$ cat config.mk
export PLATFORM = sky130hd
export DESIGN_NAME = sadc_top
export DESIGN_NICKNAME = d
export VERILOG_FILES = /design/src/rtl/sadc_tadgen.v /design/src/rtl/sadc_sar.v /design/src/rtl/sadc_top.v
export VERILOG_INCLUDE_DIRS = /design/src /design/src/rtl
export SDC_FILE = /design/constraint.sdc
export NUM_CORES = 1
export LEC_CHECK = 0
export BUFFER_PORTS_ARGS = -buffer_cell sky130_fd_sc_hd__buf_4
export CORE_MARGIN = 3
export CORE_UTILIZATION = 62
export DETAILED_ROUTE_END_ITERATION = 10
export PLACE_DENSITY = 0.89
export RECOVER_POWER = 50
export SYNTH_ARGS = -nofsm -noshare
export SYNTH_HDL_FRONTEND = slang
export SYNTH_SLANG_ARGS = --single-unit
$ cat constraint.sdc
create_clock -name mclk_i -period 6.5 [get_ports mclk_i]
set_input_delay 0.65 -clock mclk_i [delete_from_list [all_inputs] [get_ports mclk_i]]
set_output_delay 0.65 -clock mclk_i [all_outputs]
set_load 0.005 [all_outputs]
$ cat src/rtl/sadc_defs.vh
`ifndef SADC_DEFS_VH
`define SADC_DEFS_VH

// Register offsets on the plain register port
`define SADC_OFF_CTRL_A 8'h1f
`define SADC_OFF_PIN_CFG 8'h9f
`define SADC_OFF_RESULT 8'h1e
`define SADC_OFF_STATUS 8'h0c

// adc_control_a field positions
`define SADC_CA_CLK_HI 7
`define SADC_CA_CLK_LO 6
`define SADC_CA_CHAN_HI 5
`define SADC_CA_CHAN_LO 3
`define SADC_CA_GO 2
`define SADC_CA_PWR 0

// adc_pin_config field positions
`define SADC_PC_ANA_HI 4
`define SADC_PC_ANA_LO 0
`define SADC_PC_REF 7
`define SADC_REF_PIN 3

// Status register field positions
`define SADC_ST_FLAG 0
`define SADC_ST_IEN 1

// Reset values
`define SADC_RST_CTRL_A 8'h00
`define SADC_RST_PIN_CFG 8'h00
`define SADC_RST_RESULT 8'h00
`define SADC_RST_STATUS 8'h00
`define SADC_RST_CLK_SEL 2'h0

// conv_clock_select codes
`define SADC_CLK_2TOSC 2'h0
`define SADC_CLK_8TOSC 2'h1
`define SADC_CLK_32TOSC 2'h2
`define SADC_CLK_RC 2'h3

// Half bit periods in mclk cycles (2, 8, 32 Tosc)
`define SADC_HALF_2TOSC 5'h01
`define SADC_HALF_8TOSC 5'h04
`define SADC_HALF_32TOSC 5'h10

// Sequence lengths in half bit periods, and the channel count
`define SADC_CONV_HALVES 5'h13
`define SADC_FIRST_STEP 5'h05
`define SADC_RECOV_HALVES 5'h04
`define SADC_NUM_CHAN 3'h5

`endif

$ cat src/rtl/sadc_tadgen.v
`timescale 1ns/1ps
`include "sadc_defs.vh"

module sadc_tadgen (
   // Clock and reset
   input wire mclk_i,
   input wire rst_n_i,
   // Control
   input wire run_i,
   input wire [1:0] clk_sel_i,
   input wire rc_tick_i,
   // Half bit period strobe
   output reg half_tick_o
);

   reg [4:0] cnt_r;
   reg [4:0] lim;

   // Divider length for the oscillator-derived sources
   always @* begin
      case (clk_sel_i)
         `SADC_CLK_2TOSC: lim = `SADC_HALF_2TOSC;
         `SADC_CLK_8TOSC: lim = `SADC_HALF_8TOSC;
         default: lim = `SADC_HALF_32TOSC;
      endcase
   end

   // Restarts whenever run drops so each phase begins aligned
   always @(posedge mclk_i or negedge rst_n_i) begin
      if (!rst_n_i) begin
         cnt_r <= 5'h00;
         half_tick_o <= 1'b0;
      end else if (!run_i) begin
         cnt_r <= 5'h00;
         half_tick_o <= 1'b0;
      end else if (clk_sel_i == `SADC_CLK_RC) begin
         cnt_r <= 5'h00;
         half_tick_o <= rc_tick_i;
      end else if (cnt_r == lim - 5'h01) begin
         cnt_r <= 5'h00;
         half_tick_o <= 1'b1;
      end else begin
         cnt_r <= cnt_r + 5'h01;
         half_tick_o <= 1'b0;
      end
   end

endmodule

$ cat src/rtl/sadc_sar.v
`timescale 1ns/1ps

module sadc_sar (
   // Clock and reset
   input wire mclk_i,
   input wire rst_n_i,
   // Sequencing
   input wire start_i,
   input wire step_i,
   input wire cmp_i,
   // Trial code and end of search
   output reg [7:0] code_o,
   output reg done_o
);

   reg [2:0] idx_r;
   reg [7:0] code_nxt;

   // Keep or drop the trial bit, then try the next lower one
   always @* begin
      code_nxt = code_o;
      code_nxt[idx_r] = cmp_i;
      if (idx_r != 3'h0) begin
         code_nxt[idx_r - 3'h1] = 1'b1;
      end
   end

   // One bit per step, MSB first; done pulses after the LSB
   always @(posedge mclk_i or negedge rst_n_i) begin
      if (!rst_n_i) begin
         code_o <= 8'h00;
         idx_r <= 3'h0;
         done_o <= 1'b0;
      end else if (start_i) begin
         code_o <= 8'h80;
         idx_r <= 3'h7;
         done_o <= 1'b0;
      end else if (step_i) begin
         code_o <= code_nxt;
         idx_r <= idx_r - 3'h1;
         done_o <= (idx_r == 3'h0);
      end else begin
         done_o <= 1'b0;
      end
   end

endmodule

$ cat src/rtl/sadc_top.v
`timescale 1ns/1ps
`include "sadc_defs.vh"

module sadc_top (
   // Clock and reset
   input wire mclk_i,
   input wire rst_n_i,
   // Register port
   input wire [7:0] addr_i,
   input wire [7:0] wdata_i,
   input wire wr_i,
   input wire rd_i,
   output reg [7:0] rdata_o,
   // Core status
   input wire sleep_i,
   input wire instr_cycle_i,
   input wire rc_tick_i,
   // Analog front end
   input wire cmp_i,
   output reg [2:0] mux_sel_o,
   output reg hold_conn_o,
   output wire [7:0] dac_code_o,
   output reg ref_ext_o,
   output reg conv_pwr_o,
   output reg [4:0] ana_pin_en_o,
   // Completion interrupt request
   output reg irq_o
);

   // One-hot sequencer states: OFF powered down, ACQ cap on the
   // channel, WRC start delay for RC, CONV search, REC recovery
   localparam [4:0] ST_OFF = 5'h01;
   localparam [4:0] ST_ACQ = 5'h02;
   localparam [4:0] ST_WRC = 5'h04;
   localparam [4:0] ST_CONV = 5'h08;
   localparam [4:0] ST_REC = 5'h10;

   // Software-visible state
   // (status holds the completion flag and its enable)
   reg [1:0] clk_sel_r;
   reg [2:0] chan_r;
   reg go_r;
   reg pwr_r;
   reg [7:0] pin_cfg_r;
   reg [7:0] result_r;
   reg flag_r;
   reg ien_r;

   // Sequencer state
   reg [4:0] state_r;
   reg [4:0] state_nxt;
   reg [4:0] half_cnt_r;

   // Internal strobes
   wire wr_ca;
   wire wr_pc;
   wire wr_res;
   wire wr_st;
   wire rc_sel;
   wire sleep_kill;
   wire half_tick;
   wire tad_run;
   wire sar_start;
   wire sar_step;
   wire sar_done;
   wire conv_done;
   wire conv_abort;
   wire [4:0] half_cnt_inc;

   // Address decode of write strobes
   assign wr_ca = wr_i && (addr_i == `SADC_OFF_CTRL_A);
   assign wr_pc = wr_i && (addr_i == `SADC_OFF_PIN_CFG);
   assign wr_res = wr_i && (addr_i == `SADC_OFF_RESULT);
   assign wr_st = wr_i && (addr_i == `SADC_OFF_STATUS);

   // Only the RC source keeps running once the core clock stops
   assign rc_sel = (clk_sel_r == `SADC_CLK_RC);
   assign sleep_kill = sleep_i && !rc_sel;

   // Bit timer restarts on every state change
   assign tad_run = (state_r == state_nxt) &&
                    ((state_r == ST_CONV) || (state_r == ST_REC));
   assign half_cnt_inc = half_cnt_r + 5'h01;

   // First trial bit goes out as the conversion begins
   // (from ACQ directly or from the RC start delay)
   assign sar_start = (state_r != ST_CONV) && (state_nxt == ST_CONV);

   // 2.5 periods of hold, then a bit decision every full period
   assign sar_step = (state_r == ST_CONV) && half_tick &&
                     (half_cnt_inc >= `SADC_FIRST_STEP) &&
                     half_cnt_inc[0];

   // Completion needs both the last bit and a still-set busy bit
   assign conv_done = (state_r == ST_CONV) && sar_done && go_r &&
                      pwr_r && !sleep_kill;
   // Any clear of busy while searching or waiting drops the run;
   // the partial code never reaches the result register
   assign conv_abort = ((state_r == ST_CONV) || (state_r == ST_WRC)) &&
                       !go_r;

   // Bit period generator; the dividers count mclk, while the RC
   // source only forwards its own ticks
   sadc_tadgen u_tadgen (
      .mclk_i(mclk_i),
      .rst_n_i(rst_n_i),
      .run_i(tad_run),
      .clk_sel_i(clk_sel_r),
      .rc_tick_i(rc_tick_i),
      .half_tick_o(half_tick)
   );

   // Successive-approximation register; its trial code drives the
   // reference ladder directly and is already registered inside
   sadc_sar u_sar (
      .mclk_i(mclk_i),
      .rst_n_i(rst_n_i),
      .start_i(sar_start),
      .step_i(sar_step),
      .cmp_i(cmp_i),
      .code_o(dac_code_o),
      .done_o(sar_done)
   );

   // Sequencer next state; power loss overrides everything
   always @* begin
      state_nxt = state_r;
      if (!pwr_r || sleep_kill) begin
         state_nxt = ST_OFF;
      end else begin
         case (state_r)
            ST_OFF: begin
               state_nxt = ST_ACQ;
            end
            ST_ACQ: begin
               if (go_r && rc_sel) begin
                  state_nxt = ST_WRC;
               end else if (go_r) begin
                  state_nxt = ST_CONV;
               end
            end
            ST_WRC: begin
               // Wait for an instruction edge so the core can go quiet
               if (!go_r) begin
                  state_nxt = ST_REC;
               end else if (instr_cycle_i) begin
                  state_nxt = ST_CONV;
               end
            end
            ST_CONV: begin
               if (conv_abort || conv_done) begin
                  state_nxt = ST_REC;
               end
            end
            ST_REC: begin
               // Two bit periods with the cap off before acquiring
               if (half_tick &&
                   half_cnt_inc == `SADC_RECOV_HALVES) begin
                  state_nxt = ST_ACQ;
               end
            end
            default: begin
               state_nxt = ST_OFF;
            end
         endcase
      end
   end

   // State and half-period counter; the count restarts on every
   // state change, so each phase is timed from its own first edge
   always @(posedge mclk_i or negedge rst_n_i) begin
      if (!rst_n_i) begin
         state_r <= ST_OFF;
         half_cnt_r <= 5'h00;
      end else begin
         state_r <= state_nxt;
         if (state_r != state_nxt) begin
            half_cnt_r <= 5'h00;
         end else if (half_tick) begin
            half_cnt_r <= half_cnt_inc;
         end
      end
   end

   // Control register A; a software set of busy beats a hardware clear
   // so a start written in the completing cycle is never lost
   always @(posedge mclk_i or negedge rst_n_i) begin
      if (!rst_n_i) begin
         clk_sel_r <= `SADC_RST_CLK_SEL;
         chan_r <= 3'h0;
         go_r <= 1'b0;
         pwr_r <= 1'b0;
      end else begin
         if (wr_ca) begin
            clk_sel_r <= wdata_i[`SADC_CA_CLK_HI:`SADC_CA_CLK_LO];
            chan_r <= wdata_i[`SADC_CA_CHAN_HI:`SADC_CA_CHAN_LO];
            pwr_r <= wdata_i[`SADC_CA_PWR];
         end
         if (wr_ca && wdata_i[`SADC_CA_GO]) begin
            go_r <= 1'b1;
         end else if (wr_ca) begin
            go_r <= 1'b0;
         end else if (conv_done || sleep_kill) begin
            go_r <= 1'b0;
         end
      end
   end

   // Pin configuration register
   always @(posedge mclk_i or negedge rst_n_i) begin
      if (!rst_n_i) begin
         pin_cfg_r <= `SADC_RST_PIN_CFG;
      end else if (wr_pc) begin
         pin_cfg_r <= wdata_i;
      end
   end

   // Result: hardware load wins; an aborted run never loads
   // A software write landing in the completing cycle is dropped
   always @(posedge mclk_i or negedge rst_n_i) begin
      if (!rst_n_i) begin
         result_r <= `SADC_RST_RESULT;
      end else if (conv_done) begin
         result_r <= dac_code_o;
      end else if (wr_res) begin
         result_r <= wdata_i;
      end
   end

   // Completion flag and enable; completion beats a clear
   // so software can never miss a finished conversion
   always @(posedge mclk_i or negedge rst_n_i) begin
      if (!rst_n_i) begin
         flag_r <= 1'b0;
         ien_r <= 1'b0;
      end else begin
         if (conv_done) begin
            flag_r <= 1'b1;
         end else if (wr_st) begin
            flag_r <= wdata_i[`SADC_ST_FLAG];
         end
         if (wr_st) begin
            ien_r <= wdata_i[`SADC_ST_IEN];
         end
      end
   end

   // Read data stand for one cycle only; unmapped reads give zero
   always @(posedge mclk_i or negedge rst_n_i) begin
      if (!rst_n_i) begin
         rdata_o <= 8'h00;
      end else if (rd_i) begin
         case (addr_i)
            `SADC_OFF_CTRL_A: begin
               rdata_o <= {clk_sel_r, chan_r, go_r, 1'b0, pwr_r};
            end
            `SADC_OFF_PIN_CFG: begin
               rdata_o <= pin_cfg_r;
            end
            `SADC_OFF_RESULT: begin
               rdata_o <= result_r;
            end
            `SADC_OFF_STATUS: begin
               rdata_o <= {6'h00, ien_r, flag_r};
            end
            default: begin
               rdata_o <= 8'h00;
            end
         endcase
      end else begin
         rdata_o <= 8'h00;
      end
   end

   // Analog side; the hold cap only connects while acquiring and
   // keeps its charge otherwise since nothing here discharges it
   always @(posedge mclk_i or negedge rst_n_i) begin
      if (!rst_n_i) begin
         mux_sel_o <= 3'h0;
         hold_conn_o <= 1'b0;
         ref_ext_o <= 1'b0;
      end else begin
         mux_sel_o <= chan_r;
         hold_conn_o <= (state_nxt == ST_ACQ) &&
                        (chan_r < `SADC_NUM_CHAN);
         ref_ext_o <= pin_cfg_r[`SADC_PC_REF];
      end
   end

   // Power and request; taken from the next state so the converter
   // powers down in the same cycle as the sequencer goes off
   always @(posedge mclk_i or negedge rst_n_i) begin
      if (!rst_n_i) begin
         conv_pwr_o <= 1'b0;
         irq_o <= 1'b0;
      end else begin
         conv_pwr_o <= (state_nxt != ST_OFF);
         irq_o <= flag_r && ien_r;
      end
   end

   // Per-pin analog enable; reference pin is analog when chosen
   // so it can never be left acting as digital I/O
   genvar gi;
   generate
      for (gi = 0; gi < 5; gi = gi + 1) begin : g_pin
         always @(posedge mclk_i or negedge rst_n_i) begin
            if (!rst_n_i) begin
               ana_pin_en_o[gi] <= 1'b0;
            end else begin
               ana_pin_en_o[gi] <= pin_cfg_r[`SADC_PC_ANA_LO + gi] ||
                  (pin_cfg_r[`SADC_PC_REF] &&
                   gi == `SADC_REF_PIN);
            end
         end
      end
   endgenerate

endmodule

==> key figures <==
Logic synthesis
  • Syn. warnings: 0
  • Synth Flop Type: dfrtp_1
  • Async set or reset register ratio after synthesis: 1.00
  • Post-Synth Simple-Gate Area: 0.187
  • #FFs+latches synth: 73
  • Synth Area in Compound Gates: 0.163
  • EDFF count, synth: 0
  • Post-synthesis sequential area ratio: 0.469
  • Mux cell area share after synthesis: 0.0874
  • XOR/XNOR Fraction of Synth Area: 0.0292
  • Syn avg cell area: 10.8 sq um
  • Adder-cell share of the synthesized area: 0.0257
  • Syn Nets: 394
  • Post-Syn Instances: 362
  • Unique masters post-synth: 68
  • Main combinational cell family by area after synthesis: simple AND/OR/NAND/NOR gates
  • Cell Area, Synth: 3890 sq um

Critical path
  • Arr. time, crit path: 3.28 ns
  • CP Class: in2async
  • Worst EP required: 6.11 ns
  • CP Launch Type: primary input
  • Critical Path, Cell by Cell: clkbuf_1
  • Slowest-stage cell, CP: clkbuf_1
  • Worst path max stage delay: 2.59 ns
  • Worst-path maximum fanout: 73
  • Critical path endpoint category: asynchronous set/reset pin
  • Buf/Inv on CP: 1
  • CP delay by family, top: buffers and inverters
  • R2R setup slack: 3.95 ns

Cells and area
  • Final core occ: 0.744
  • Final #Nets: 440
  • Proportion of layout cells with a drive suffix above 1: 0.276
  • Synthesis-to-layout area growth: 14.5%
  • N_diodes: 0

Clock network
  • CTS Root Cell: clkbuf_8
  • Post-CTS resize count: 0
  • Hold-fix buffers, CTS: 0
  • Clk pin slew, worst setup/hold paths: 0.08 ns
  • CTS Buf Count: 9
  • CTS max path bufs: 2
  • H-tree depth: 3
  • CTS tree: done
  • CTS sink cnt: 73
  • Skew-Pair Late Insertion Delay: 0.35 ns
  • # Post-CTS Setup Buffers: 0

Die
  • Starting Density: 0.650
  • Core Region: 5990 sq um
  • Die Width: 85.2 um
  • Die height: 85.2 um
  • FP Rows: 28
  • Full die area: 7270 sq um
  • Boundary pin count: 52

Route
  • Average wire per cell in the routed design: 16.6 um
  • Pre-antenna DRT Iters: 4
  • Post-route antenna net violation count: 0
  • DR iter-0 viols: 209
  • DRC: 0
  • Vias per cell: 6.08
  • DR vias: 2969
  • Routed wire length: 8130 um

Run status
  • Status: complete, but fails checks
  • Violated checks: capacitance limit, slew limit

Timing
  • Slew @ Worst Pin: 3.74 ns
  • Final number of setup-violating endpoints: 0
  • RSZ-0062 raised after global routing: false
  • Total Neg Setup Slack: 0 ns
  • Crit path time final: 3.67 ns
  • Final Hold Fails: 0
  • Fin. max-slew vios: 74
  • Max transition margin: -1.49
  • FMAX: 273 MHz
  • Fin crit share: 0.564
  • Setup Skew: 0.00528 ns

Placed design
  • Routability congestion estimate: 0.858
  • Port bufs: 51
  • DP HPWL: 5750 um

Global routing
  • Initial antenna violation count: 0
  • Largest net degree at the start of global routing: 74
  • Total grt overflow: 0
  • GRT Total Usage: 0.238
  • First-pass GRT wire length: 13700 um
  • Vias in the first global route: 2845

Pwr
  • Leak: 2.15 nW
  • Pwr/cell area: 200 nW/um^2
  • Worst IR Drop VDD: 0.165 mV

Flow run
  • Max-cap violation count: 1

Min path
  • Worst Hold Class: reg2reg
-- flip-flops by register name (all words and copies together) (netlist names), 2 cells and up --
| name | count |
|---|---|
| pin_cfg_r | 8 |
| clk_sel_r | 2 |
| state_r | 5 |
| rdata_o | 8 |
| u_sar.idx_r | 3 |
| ana_pin_en_o | 5 |
| mux_sel_o | 3 |
| u_sar.code_o | 8 |
| result_r | 8 |
| u_tadgen.cnt_r | 5 |
| chan_r | 3 |
| half_cnt_r | 5 |
-- where the power goes --
group	internal, mW	leakage (nW)	total, mW	switching [mW]
Sequential	0.465	0.997	0.474	0.00924
Combinational	0.0321	1.06	0.0673	0.0352
Clock	0.176	0.0912	0.350	0.174
-- layout make-up --
| type | instances | area (sq um) |
|---|---|---|
| clock inverter | 7 | 71.3 |
| inverter | 12 | 45.0 |
| fill | 400 | 1530 |
| multi-input combinational | 261 | 1920 |
| sequential | 73 | 1830 |
| timing repair buffer | 51 | 379 |
| clock buffer | 9 | 124 |
| tap | 75 | 93.8 |
-- layout by cell type (no fill, tap or decap), types with 8 or more instances in the layout --
master,Yosys,routed
mux2i_1,16,16
inv_1,12,12
nand2_1,14,14
nor3_2,9,9
nand3_1,11,11
mux2_2,16,16
a21oi_1,24,24
ha_1,8,8
xor2_1,8,8
o21ai_0,20,20
nor3_1,10,10
buf_4,0,46
dfrtp_1,72,72
nor2_1,28,28
clkbuf_8,0,9
-- cell families (layout without fill, tap and decap cells) --
logic type / count (synthesis) / after routing
compound gates: 87 / 87
buf+inv: 28 / 79
flops: 73 / 73
mux: 32 / 32
simple gates: 121 / 121
fa+ha+maj: 8 / 8
xor+xnor: 13 / 13
-- synth_stat cells (2+ instances only) --
master	count	area (sq um)
nor2_1	28	105
nand2_2	2	12.5
nand2_1	14	52.6
nor2b_1	6	37.5
o21bai_1	2	15.0
or2_4	2	17.5
mux2i_1	16	160
a22o_1	6	52.6
o32ai_1	2	17.5
nand3b_1	3	22.5
a221oi_2	2	30.0
buf_6	5	56.3
clkbuf_1	4	15.0
xnor2_1	5	43.8
a2bb2oi_1	2	17.5
a21oi_1	24	120
nand3_1	11	55.1
or3_1	5	31.3
nor3b_1	5	37.5
nand2b_1	4	25.0
xor2_1	8	70.1
and3_1	5	31.3
nor3_2	9	90.1
dfrtp_1	72	1800
and2_1	3	18.8
nand4_1	2	12.5
inv_1	12	45.0
ha_1	8	100
a21boi_0	2	15.0
mux2_2	16	180
o21ai_1	3	15.0
a22oi_1	2	15.0
a31oi_1	3	18.8
nor3_1	10	50.1
buf_2	5	25.0
o21a_1	2	15.0
o21ai_0	20	100
o22ai_1	2	12.5
-- metrics by stage --
| stage | setup WS [ns] | power (mW) | hold slack [ns] | instances | instance area, sq um |
|---|---|---|---|---|---|
| after CTS | 3.96 | 0.896 | 0.399 | 488 | 4460 |
| after floorplan | 4.46 | 0.516 | 0.354 | 362 | 3890 |
| after global routing | 2.15 | 0.923 | 0.412 | 488 | 4460 |
| after detailed placement | 3.98 | 0.551 | 0.386 | 472 | 4270 |
| final | 2.83 | 0.892 | 0.406 | 488 | 4460 |
| after global placement | 4.07 | 0.548 | 0.372 | 472 | 4270 |
-- routing by layer --
| metal | vias to the layer above | routed length [um] | GRT usage |
|---|---|---|---|
| met3 | 12 | 336 | 0.0524 |
| met1 | 1478 | 3550 | 0.307 |
| li1 | 1398 | - | - |
| met2 | 81 | 4140 | 0.401 |
| met5 | - | 0 | 0 |
| met4 | 0 | 101 | 0.0705 |
-- path summary, 6_finish.rpt --
path,start,to,cells past startpoint
setup / recovery,rst_n_i,u_tadgen.half_tick_o,1
hold reg to reg,pin_cfg_r[4],ana_pin_en_o[4],0
hold / removal,pin_cfg_r[4],ana_pin_en_o[4],0
setup reg to reg,half_cnt_r[0],u_sar.code_o[7],7
max in group mclk_i,half_cnt_r[0],u_sar.code_o[7],7
min in group asynchronous,rst_n_i,pin_cfg_r[4],1
Note: power is estimated with default switching activity, not from simulation.
